**config.mk**
```make
export PLATFORM = sky130hd
export DESIGN_NAME = drc_refresh
export DESIGN_NICKNAME = d
export VERILOG_FILES = /design/src/rtl/drc_pkg.sv /design/src/rtl/drc_refresh.sv
export SDC_FILE = /design/constraint.sdc
export NUM_CORES = 1
export LEC_CHECK = 0
export ABC_AREA = 1
export BUFFER_PORTS_ARGS = -buffer_cell sky130_fd_sc_hd__buf_2
export CORE_MARGIN = 2
export CORE_UTILIZATION = 54
export DETAILED_ROUTE_END_ITERATION = 10
export GPL_TIMING_DRIVEN = 0
export PLACE_DENSITY_LB_ADDON = 0.3
export SETUP_SLACK_MARGIN = 0.3
export SLEW_MARGIN = 0
export SYNTH_ARGS = -nofsm -noshare
export SYNTH_HDL_FRONTEND = slang
export SYNTH_SLANG_ARGS = --single-unit
```
**constraint.sdc**
```tcl
create_clock -name ref_clk_i -period 2.35 [get_ports ref_clk_i]
set_input_delay 0 -clock ref_clk_i [delete_from_list [all_inputs] [get_ports ref_clk_i]]
set_output_delay 0 -clock ref_clk_i [all_outputs]
set_load 0.05 [all_outputs]
```
**src/rtl/drc_pkg.sv**
```systemverilog
package drc_pkg;
	// Byte addresses of the four registers on the APB slave.
	localparam logic [7:0] DRC_BASE_OFS = 8'h00;
	localparam logic [7:0] DRC_INTV_OFS = 8'h04;
	localparam logic [7:0] DRC_CTRL_OFS = 8'h08;
	localparam logic [7:0] DRC_ROW_OFS = 8'h0C;
	// Field widths and positions.
	localparam int DRC_CNT_W = 9;
	localparam int DRC_ROW_W = 12;
	localparam int DRC_BASE_W = 7;
	localparam int DRC_BASE_LSB = 6;
	localparam int DRC_EN_BIT = 15;
	// Reset values, and the constant one for the count and the row.
	localparam logic [DRC_CNT_W-1:0] DRC_CNT_RST = 9'h000;
	localparam logic [DRC_CNT_W-1:0] DRC_CNT_ONE = 9'h001;
	localparam logic [DRC_ROW_W-1:0] DRC_ROW_RST = 12'h000;
	localparam logic [DRC_ROW_W-1:0] DRC_ROW_ONE = 12'h001;
	localparam logic [DRC_BASE_W-1:0] DRC_BASE_RST = 7'h00;
	// Feedback taps of the 12-bit Galois counter, polynomial x^12+x^6+x^4+x+1.
	localparam logic [DRC_ROW_W-1:0] DRC_LFSR_TAPS = 12'h053;
	// The state whose plain successor is one; the zero state is spliced in after it.
	localparam logic [DRC_ROW_W-1:0] DRC_LFSR_LAST = 12'h829;
	// Refresh cycle markers: A0 is always one; the byte-high pin is high.
	localparam logic DRC_A0_VAL = 1'b1;
	// Request group carried to the bus interface unit.
	typedef struct packed {
		logic req;
		logic [19:0] addr;
	} drc_req_t;
	// Refresh enable state machine.
	typedef enum logic [1:0] {
		DRC_OFF = 2'b00,
		DRC_LOAD = 2'b01,
		DRC_RUN = 2'b10
	} drc_state_t;
endpackage

```
**src/rtl/drc_refresh.sv**
```systemverilog
// The APB register port and the register offsets were left to the implementer.
`timescale 1ns/1ps
module drc_refresh
	import drc_pkg::*;
(
	// Clock, reset and freeze.
	input wire logic ref_clk_i,
	input wire logic rst_i,
	input wire logic clk_en_i,
	// Falling-edge marker of the processor output clock, synchronous to ref_clk_i.
	input wire logic cpu_out_clock_fall_i,
	// APB slave.
	input wire logic psel_i,
	input wire logic penable_i,
	input wire logic pwrite_i,
	input wire logic [7:0] paddr_i,
	input wire logic [31:0] pwdata_i,
	output logic [31:0] prdata_o,
	output logic pready_o,
	output logic pslverr_o,
	// Bus interface unit side.
	input wire logic refresh_done_i,
	output drc_req_t refresh_o,
	output logic byte_high_enable_o
);
	// Software-visible storage.
	logic [DRC_BASE_W-1:0] base_addr;
	logic [DRC_BASE_W-1:0] next_base_addr;
	logic [DRC_CNT_W-1:0] interval;
	logic [DRC_CNT_W-1:0] next_interval;
	logic enable;
	logic next_enable;
	// Engine state.
	drc_state_t state;
	drc_state_t next_state;
	logic [DRC_CNT_W-1:0] count;
	logic [DRC_CNT_W-1:0] next_count;
	logic [DRC_ROW_W-1:0] row;
	logic [DRC_ROW_W-1:0] next_row;
	logic req;
	logic next_req;
	logic [31:0] next_prdata;
	// Access strobes and decodes; the slave answers with no wait states.
	logic wr_acc;
	logic rd_acc;
	logic mapped;
	logic [DRC_ROW_W-1:0] lfsr_step;

	// The access strobes are plain decodes of the bus. A write lands in the
	// access phase, a read is captured in the setup phase, so pready can stay
	// high without a wait state and the read data still leave a flip-flop.
	assign wr_acc = psel_i & penable_i & pwrite_i;
	assign rd_acc = psel_i & ~penable_i & ~pwrite_i;
	assign pready_o = 1'b1;
	// Unmapped addresses are flagged as errors, which APB allows.
	assign mapped = (paddr_i == DRC_BASE_OFS) || (paddr_i == DRC_INTV_OFS) ||
		(paddr_i == DRC_CTRL_OFS) || (paddr_i == DRC_ROW_OFS);
	assign pslverr_o = psel_i & penable_i & ~mapped;

	// Galois step of the row counter; the zero state is mapped into the loop
	// so that all 4096 values are visited once per period.
	always_comb begin
		lfsr_step = {row[DRC_ROW_W-2:0], 1'b0} ^ (row[DRC_ROW_W-1] ? DRC_LFSR_TAPS : '0);
		// Zero would lock a plain shift counter, so it is spliced in between
		// the state that normally steps to one and one itself.
		if (row == DRC_ROW_RST) begin
			lfsr_step = DRC_ROW_ONE;
		end else if (row == DRC_LFSR_LAST) begin
			lfsr_step = DRC_ROW_RST;
		end
	end

	// Register writes; reads of the counter bits never store anything.
	always_comb begin
		next_base_addr = base_addr;
		next_interval = interval;
		next_enable = enable;
		if (wr_acc) begin
			if (paddr_i == DRC_BASE_OFS) begin
				next_base_addr = pwdata_i[DRC_BASE_LSB +: DRC_BASE_W];
			end else if (paddr_i == DRC_INTV_OFS) begin
				next_interval = pwdata_i[DRC_CNT_W-1:0];
			end else if (paddr_i == DRC_CTRL_OFS) begin
				// Only the enable bit takes; the count field is ignored.
				next_enable = pwdata_i[DRC_EN_BIT];
			end
		end
	end

	// Counter engine, advanced only on processor-clock falling edges.
	// The counter never waits for the bus unit: requests keep their spacing
	// however busy the bus is, at the price of losing one that is not served.
	always_comb begin
		next_state = state;
		next_count = count;
		next_req = req;
		next_row = row;
		// Completion clears the request and steps the row; base is untouched.
		if (refresh_done_i && req) begin
			next_req = 1'b0;
			next_row = lfsr_step;
		end
		case (state)
			DRC_OFF: begin
				next_count = DRC_CNT_RST;
				if (enable && cpu_out_clock_fall_i) begin
					// The first marker after the enable write already loads,
					// so no falling edge is lost to the idle state.
					next_count = interval;
					next_state = DRC_RUN;
				end else if (enable) begin
					// Wait in the load state for the next marker.
					next_state = DRC_LOAD;
				end
			end
			DRC_LOAD: begin
				if (!enable) begin
					next_state = DRC_OFF;
					next_count = DRC_CNT_RST;
				end else if (cpu_out_clock_fall_i) begin
					next_count = interval;
					next_state = DRC_RUN;
				end
			end
			default: begin
				if (!enable) begin
					next_state = DRC_OFF;
					next_count = DRC_CNT_RST;
				end else if (cpu_out_clock_fall_i) begin
					if (count <= DRC_CNT_ONE) begin
						// A fresh request overwrites an unserviced one.
						next_count = interval;
						next_req = 1'b1;
					end else begin
						next_count = count - DRC_CNT_ONE;
					end
				end
			end
		endcase
	end

	// Read mux, registered in the setup phase so data leave a flip-flop.
	always_comb begin
		next_prdata = '0;
		if (paddr_i == DRC_BASE_OFS) begin
			next_prdata[DRC_BASE_LSB +: DRC_BASE_W] = base_addr;
		end else if (paddr_i == DRC_INTV_OFS) begin
			next_prdata[DRC_CNT_W-1:0] = interval;
		end else if (paddr_i == DRC_CTRL_OFS) begin
			next_prdata[DRC_EN_BIT] = enable;
			next_prdata[DRC_CNT_W-1:0] = count;
		end else if (paddr_i == DRC_ROW_OFS) begin
			next_prdata[DRC_ROW_W:1] = row;
			next_prdata[0] = DRC_A0_VAL;
		end
	end

	// All state registers; clk_en_i low freezes everything.
	// A completion pulse that arrives while frozen is not seen, so the request
	// simply stays pending until the bus unit serves it again.
	always_ff @(posedge ref_clk_i) begin
		if (rst_i) begin
			base_addr <= DRC_BASE_RST;
			interval <= DRC_CNT_RST;
			enable <= 1'b0;
			state <= DRC_OFF;
			count <= DRC_CNT_RST;
			row <= DRC_ROW_RST;
			req <= 1'b0;
			prdata_o <= '0;
		end else if (clk_en_i) begin
			base_addr <= next_base_addr;
			interval <= next_interval;
			enable <= next_enable;
			state <= next_state;
			count <= next_count;
			row <= next_row;
			req <= next_req;
			if (rd_acc) begin
				prdata_o <= next_prdata;
			end
		end
	end

	// Refresh address: base on top, row in the middle, A0 forced high.
	assign refresh_o.req = req;
	assign refresh_o.addr = {base_addr, row, DRC_A0_VAL};
	// The 16-bit variant marks refresh cycles with byte-high high.
	assign byte_high_enable_o = 1'b1;
endmodule

```
==> flow_summary.yaml, run 1 <==
pwr:
  clkPwrFrac_pct: 30.7
  swShare_pct: 29.0
  peakVddDrop_v: 0.000463
  intPower_mw: 1.32
  p_seq_share_pct: 51.3
  combPwrFrac_pct: 18.0
  p_leak_nw: 1.72
  power.density_mw_per_mm2: 497
  p_switching_uw: 541
layout:
  final_nets: 588
  ff_latch_area_mm2: 0.00110
  area_growth_pct: 24.7
  fin_util_pct: 68.9
  n_antenna_cell: 0
  drive_gt1_share_pct: 21.9
  fillers: 512
  multiInputGateArea_mm2: 0.00157
timing:
  clock.fmax_ghz: 0.612
  maxSlewHeadroom_pct: 60.9
  rsz0062_at_grt: "no"
  fin_tns_setup_ns: 0
  period_needed_ns: 1.63
  slew_violations: 0
  hold_viol: 0
  worst_pin_slew_ns: 0.586
  final-setup-viol-count: 0
  min_period_over_period_pct: 69.6
  skew_ns: 0.00520
  fin_ws_ns: 0.715
logic_synthesis:
  synthTopCellsByArea: "dfxtp_1 (37%), a21oi_1 (11%), nand2_1 (11%), o21ai_0 (6.3%), buf_4 (6.0%)"
  yosys.cell_types.count: 36
  synth_ff_type: "dfxtp_1"
  synth_top_cell_by_area: "dfxtp_1"
  ys_seq_area_share_pct: 36.6
  synth_top_area_share_pct: 36.6
  synth.most_common_cell: "nand2_1"
  ys.warnings.count: 0
  synth_edf_count: 0
  synth_seq_cells: 55
  synth_common_cells: "nand2_1 (86), a21oi_1 (68), dfxtp_1 (55), inv_1 (40), o21ai_0 (38)"
  synth_area_mm2: 0.00301
  avgSynthCellArea_um2: 6.96
  synth_cells: 432
  async_flop_share_pct: 0
worst_setup_path:
  crit_path_frequent_cell: "inv_1"
  cp_max_fo: 10
  critical_path_required_ns: 2.59
  cp_slowest_cell: "dfxtp_1"
  startpoint_type: "register"
  cp.arrival_ns: 1.87
  critical_path.cell_chain: "inv_1 > ha_1 > inv_1 > nor2_1 > nand2_1 > nor2_1 > inv_1 > nand2_2 > buf_4 > a21oi_1 > nand2_1 > a21oi_1"
  slowest_delay_ns: 0.42
  cp.buffers_inverters: 4
  path_class: "register to register"
  cp-end-kind: "register"
  path_delay_family: "flip-flops"
routing:
  wl_per_cell_um: 13.6
  via_per_inst: 5.38
  drcViolationCount: 0
  first_pass_iters: 5
  wirelength_um: 8280
  num_vias: 3290
  antenna_left: 0
  drt_iter0_markers: 244
cts:
  h-tree-depth: 2
  clock_path_buffers: 2
  clock_latency_ns: 0.31
  tritoncts: "done"
  clockRootBuffer: "clkbuf_8"
  numCtsBuffers: 5
  cts_resized: 0
  clk_pin_slew_worst_paths_ns: 0.10
  hold_buffers: 16
  cts_num_sinks: 55
  postCtsSetupRepairBufs: 0
die:
  coreArea_mm2: 0.00544
  fp-row-count: 27
  die_h_um: 78.6
  die_w_um: 78.6
  dieArea_mm2: 0.00618
  initial_core_util_pct: 55.3
  ios: 104
hold_path:
  hp-class: "primary input to register"
global_routing:
  overflow: 0
  grt_usage_pct: 27.3
  grt_pass1_vias: 2902
  grt_max_degree: 16
  grt_pass1_wl_um: 13500
  antenna_found_initial: 0
status:
  outcome: "complete, no violations"
run:
  max_cap_violations: 0
place:
  gp_congestion: 0.865
  dp_slack_ns: 0.775
  io_buffers: 64
  dp_hpwl_um: 6110
## through the flow
step	hold WS, ns	std cells	power, mW	cell area, µm²
2_1_floorplan	0.0691	451	1.21	3080
4_1_cts	0.0251	611	1.86	3750
3_5_place_dp	0.214	587	1.29	3490
6_report	0.0227	611	1.86	3750
5_1_grt	0.0285	611	1.93	3750
3_3_place_gp	0.200	587	1.28	3490
## tightest hold or removal path: stages
cell and delay [ns]:
buf_2 0.12, nand4_1 0.11, a21oi_1 0.06
## state kept, by name, indices dropped and copies added, names as in the netlist
| register | count |
|---|---|
| state | 2 |
| row | 12 |
| count | 9 |
| interval | 9 |
| base_addr | 7 |
| enable | 1 |
| req | 1 |
| prdata_o | 14 |
## cell usage in the layout (no fill, tap or decap), types with 2 or more instances in the layout
| cell type | instances |
|---|---|
| dfxtp_1 | 55 |
| and3_1 | 3 |
| o21ai_0 | 38 |
| clkbuf_1 | 8 |
| nand4_1 | 7 |
| nand2_1 | 86 |
| ha_1 | 2 |
| dlygate4sd3_1 | 16 |
| inv_1 | 40 |
| buf_2 | 67 |
| clkbuf_8 | 7 |
| nand3_1 | 26 |
| nor3_1 | 5 |
| xor2_1 | 3 |
| o211ai_1 | 7 |
| nor2_1 | 23 |
| conb_1 | 21 |
| a21oi_2 | 2 |
| a21oi_1 | 68 |
| nand2_4 | 2 |
| nor2_2 | 2 |
| o21ai_1 | 2 |
| clkinv_1 | 2 |
| inv_2 | 3 |
| or2_2 | 2 |
| nand3b_1 | 2 |
| buf_4 | 24 |
| nor3_4 | 3 |
| a31oi_1 | 4 |
## power groups by stage
| stage | clock (mW) | combinational [mW] | sequential [mW] |
|---|---|---|---|
| 5_1_grt | 0.609 | 0.364 | 0.957 |
| 2_1_floorplan | 0 | 0.215 | 1.00 |
| 3_5_place_dp | 0 | 0.310 | 0.977 |
| 4_1_cts | 0.570 | 0.331 | 0.955 |
| 3_3_place_gp | 0 | 0.308 | 0.977 |
| 6_report | 0.572 | 0.335 | 0.956 |
## cell families after synthesis
family	share of synthesized area, %
AOI/OAI and AO/OA	22.1
xor gates and xnor gates	1.17
adders and majority gates	0.833
buffers and inverters	13.4
DFF	36.6
other	0.250
and+or+nand+nor	25.7
## routing by layer
metal	share of wire, %	GRT usage (%)	wire (µm)
met3	7.6	4.48	631
met5	0	0	0
met1	42	35.8	3510
met4	1.4	7.54	119
met2	49	46.3	4020
## area by class of cell
| type | count | area share, % |
|---|---|---|
| Inverter | 45 | 4.51 |
| Clock buffer | 8 | 2.67 |
| Timing Repair Buffer | 80 | 12.8 |
| Sequential cell | 55 | 29.4 |
| Buffer | 35 | 6.21 |
| Tap cell | 72 | 2.40 |
| Multi-Input combinational cell | 316 | 42.0 |
## worst paths after layout
check | slack, ns | depth (start not counted) | endpoint | from
setup / recovery | 0.72 | 12 | count[4]$_SDFFE_PP0P_ | count[1]$_SDFFE_PP0P_
hold / removal | 0.02 | 3 | req$_SDFFE_PP0P_ | cpu_out_clock_fall_i
setup reg to reg | 0.72 | 12 | count[4]$_SDFFE_PP0P_ | count[1]$_SDFFE_PP0P_
hold reg to reg | 0.48 | 2 | prdata_o[15]$_SDFFE_PP0P_ | prdata_o[15]$_SDFFE_PP0P_
No activity file was read; power rests on OpenSTA's default activity.
==> inputs of run 2 (changes only) <==
--- a/config.mk
+++ b/config.mk
@@ -5,10 +5,10 @@
 export SDC_FILE = /design/constraint.sdc
 export NUM_CORES = 1
 export LEC_CHECK = 0
-export ABC_AREA = 1
+export ABC_AREA = 0
 export BUFFER_PORTS_ARGS = -buffer_cell sky130_fd_sc_hd__buf_2
 export CORE_MARGIN = 2
-export CORE_UTILIZATION = 54
+export CORE_UTILIZATION = 45
 export DETAILED_ROUTE_END_ITERATION = 10
 export GPL_TIMING_DRIVEN = 0
 export PLACE_DENSITY_LB_ADDON = 0.3
==> constraint.sdc (replaced) <==
create_clock -name ref_clk_i -period 1.47 [get_ports ref_clk_i]
set_input_delay 0 -clock ref_clk_i [delete_from_list [all_inputs] [get_ports ref_clk_i]]
set_output_delay 0 -clock ref_clk_i [all_outputs]
set_load 0.05 [all_outputs]
==> run 2 against run 1 <==
Highest routed layer unchanged. Critical endpoint unchanged. Die area up 19%. The run now ends with DRC, setup timing left. Combinational power up 76%. Sequential power is 55% higher.
==> flow_summary.yaml, run 2 <==
pwr:
  power.density_mw_per_mm2: 678
  peakVddDrop_v: 0.000482
  p_leak_nw: 1.89
  finalPower_mw: 2.93
cts:
  cts_num_sinks: 55
  h-tree-depth: 2
  clock_latency_ns: 0.31
  clock_path_buffers: 2
  tritoncts: "done"
  clk_pin_slew_worst_paths_ns: 0.10
  clockRootBuffer: "clkbuf_8"
  numCtsBuffers: 5
layout:
  final_nets: 524
  top_register: "prdata_o"
  final_common_cell: "buf_2"
  instances_no_fill: 552
  multiInputGateArea_mm2: 0.00193
  area_growth_pct: 43.6
  final_cell_area_mm2: 0.00432
  drive_gt1_share_pct: 45.3
  n_antenna_cell: 0
  ff_latch_area_mm2: 0.00118
  fin_util_pct: 67.2
  largest_reg_flops: 14
  final_cell_mix: "buf_2 (66), nor2_1 (45), buf_4 (44)"
  largest_registers: "prdata_o: 14 flops, row: 12 flops"
  fillers: 504
worst_setup_path:
  r2r_start: "count[5]$_SDFFE_PP0P_"
  critical_path_required_ns: 1.70
  startpoint_type: "register"
  cp-end-kind: "register"
  r2r_end: "count[4]$_SDFFE_PP0P_"
  reg2reg_depth: 6
  cp.arrival_ns: 1.78
  cp_slowest_cell: "nor4_4"
  cp_max_fo: 6
  r2r_slack_ns: -0.09
  slowest_delay_ns: 0.35
  crit_path_frequent_cell: "buf_6"
  critical_path.cell_chain: "buf_6 > nor4_4 > and3_1 > buf_6 > nand3_2 > a311oi_2"
  path_class: "register to register"
die:
  initial_core_util_pct: 46.8
  dieArea_mm2: 0.00735
  coreArea_mm2: 0.00642
  die_w_um: 85.7
  ios: 104
  die_h_um: 85.7
  fp-row-count: 29
timing:
  slew_violations: 0
  clock.fmax_ghz: 0.643
  rsz0062_at_grt: "yes"
  final-setup-viol-count: 9
  skew_ns: 0.0115
  fin_ws_ns: -0.0858
  hold_viol: 0
  worst_pin_slew_ns: 0.630
  min_period_over_period_pct: 106
  maxSlewHeadroom_pct: 58.0
  period_needed_ns: 1.56
place:
  dp_slack_ns: -0.186
  dpl_cell_area_mm2: 0.00361
  dp.cells: 504
  gp_congestion: 0.966
  dp_hpwl_um: 6100
  io_buffers: 63
routing:
  drcViolationCount: 9
  wl_per_cell_um: 16.5
  dr_wl_met2_um: 4580
  num_vias: 3037
  antenna_left: 0
  wl_met3_um: 617
  wl_met1_um: 3700
  wirelength_um: 9090
  routed.top_layer: "met4"
  via_per_inst: 5.50
  first_pass_iters: 8
  drt_iter0_markers: 247
logic_synthesis:
  synth_area_mm2: 0.00301
  synth.most_common_cell: "dfxtp_1"
  async_flop_share_pct: 0
  synth_edf_count: 0
  synth_cells: 345
  synth_top_area_share_pct: 36.6
  synthTopCellsByArea: "dfxtp_1 (37%), mux2i_1 (6.0%), buf_4 (6.0%), nor2_1 (5.7%), nand2_1 (3.4%)"
  yosys.cell_types.count: 62
  synth_common_cells: "dfxtp_1 (55), nor2_1 (46), nand2_1 (27), buf_4 (24), a21oi_1 (19)"
  synth_seq_cells: 55
  avgSynthCellArea_um2: 8.71
  synth_ff_type: "dfxtp_1"
  synth_top_cell_by_area: "dfxtp_1"
  ys.warnings.count: 0
  ys_seq_area_share_pct: 36.6
hold_path:
  hold_end: "count[8]$_SDFFE_PP0P_"
  hold_start: "rst_i"
  hp-class: "primary input to register"
  hold_depth: 4
global_routing:
  grt_pass1_vias: 2770
  antenna_found_initial: 0
  grt_max_degree: 18
  grt_usage_pct: 22.9
  grt_pass1_wl_um: 13400
  overflow: 0
run:
  max_cap_violations: 0
status:
  outcome: "complete, but fails checks"
  violations: "DRC, setup timing"
-- run 2: cell count changes in the layout (fill, tap and decap cells not counted), sizes merged, moves of 6 or more --
| cell | change |
|---|---|
| a21boi | +6 |
| a21oi | -51 |
| a22oi | +12 |
| a311oi | +6 |
| buf | +31 |
| inv | -38 |
| mux2i | +18 |
| nand2 | -61 |
| nand3 | -15 |
| nor2 | +20 |
| o21ai | -38 |
| or3 | +6 |
-- run 2: power by group --
| part | internal [mW] | total [mW] | switching [mW] |
|---|---|---|---|
| clock | 0.336 | 0.853 | 0.517 |
| sequential | 1.47 | 1.48 | 0.0147 |
| combinational | 0.244 | 0.589 | 0.345 |
| total | 2.05 | 2.93 | 0.877 |
-- run 2: metal layers --
layer  up-vias  global-route usage (%)
met1      1423                    28.4
met2       138                    41.4
met5         -                       0
met4         0                    6.49
li1       1456                       -
met3        20                    3.18
-- run 2: critical path: cells and delay by family (launching register included) --
family | cells | cell delay, ns
and+or+nand+nor | 3 | 0.65
DFF | 1 | 0.33
AOI/OAI and AO/OA | 1 | 0.23
buffers and inverters | 2 | 0.26
-- run 2: layout make-up --
class / count / area share (%)
buffer: 46 / 7.71
clock buffer: 5 / 1.59
clock inverter: 3 / 0.435
inverter: 4 / 0.406
multi-input combinational: 259 / 44.7
sequential: 55 / 27.4
tap: 77 / 2.23
timing repair buffer: 103 / 15.5
-- run 2: kinds of logic after synthesis --
logic type,after synthesis,share of synthesized area [%]
AND/OR/NAND/NOR,132,23.8
AO/OA/AOI/OAI,72,17.1
flip-flops,55,36.6
buffers and inverters,50,9.57
multiplexers,26,10.1
XOR/XNOR,6,1.75
adder cells (fa/ha/maj),2,0.832
other,2,0.250
-- run 2: worst max-delay path by stage --
stage,from,endpoint,slack (ns),depth (start not counted)
floorplan,count[6]$_SDFFE_PP0P_,count[1]$_SDFFE_PP0P_,0.03,5
global placement,enable$_SDFFE_PP0P_,count[5]$_SDFFE_PP0P_,-0.17,5
detailed placement,enable$_SDFFE_PP0P_,count[5]$_SDFFE_PP0P_,-0.19,5
CTS,count[6]$_SDFFE_PP0P_,count[4]$_SDFFE_PP0P_,-0.07,6
global route,count[5]$_SDFFE_PP0P_,count[4]$_SDFFE_PP0P_,-0.15,6
finish,count[5]$_SDFFE_PP0P_,count[4]$_SDFFE_PP0P_,-0.09,6
-- run 2: metrics by stage --
step           setup TNS [ns]  hold slack (ns)
3_3_place_gp            -1.00            0.231
2_1_floorplan               0            0.144
4_1_cts                -0.199          0.00146
3_5_place_dp            -1.16            0.242
6_report               -0.444           0.0363
5_1_grt                -0.950           0.0666
-- run 2: what timing repair did --
item / CTS / global route
setup endpoints to repair: 31 / 46
pin swaps: 12 / 15
hold buffers: 15 / 0
cloned: 0 / 0
setup buffers: 11 / 14
gates resized for setup: 41 / 39
endpoints found under the hold margin: 18 / 0
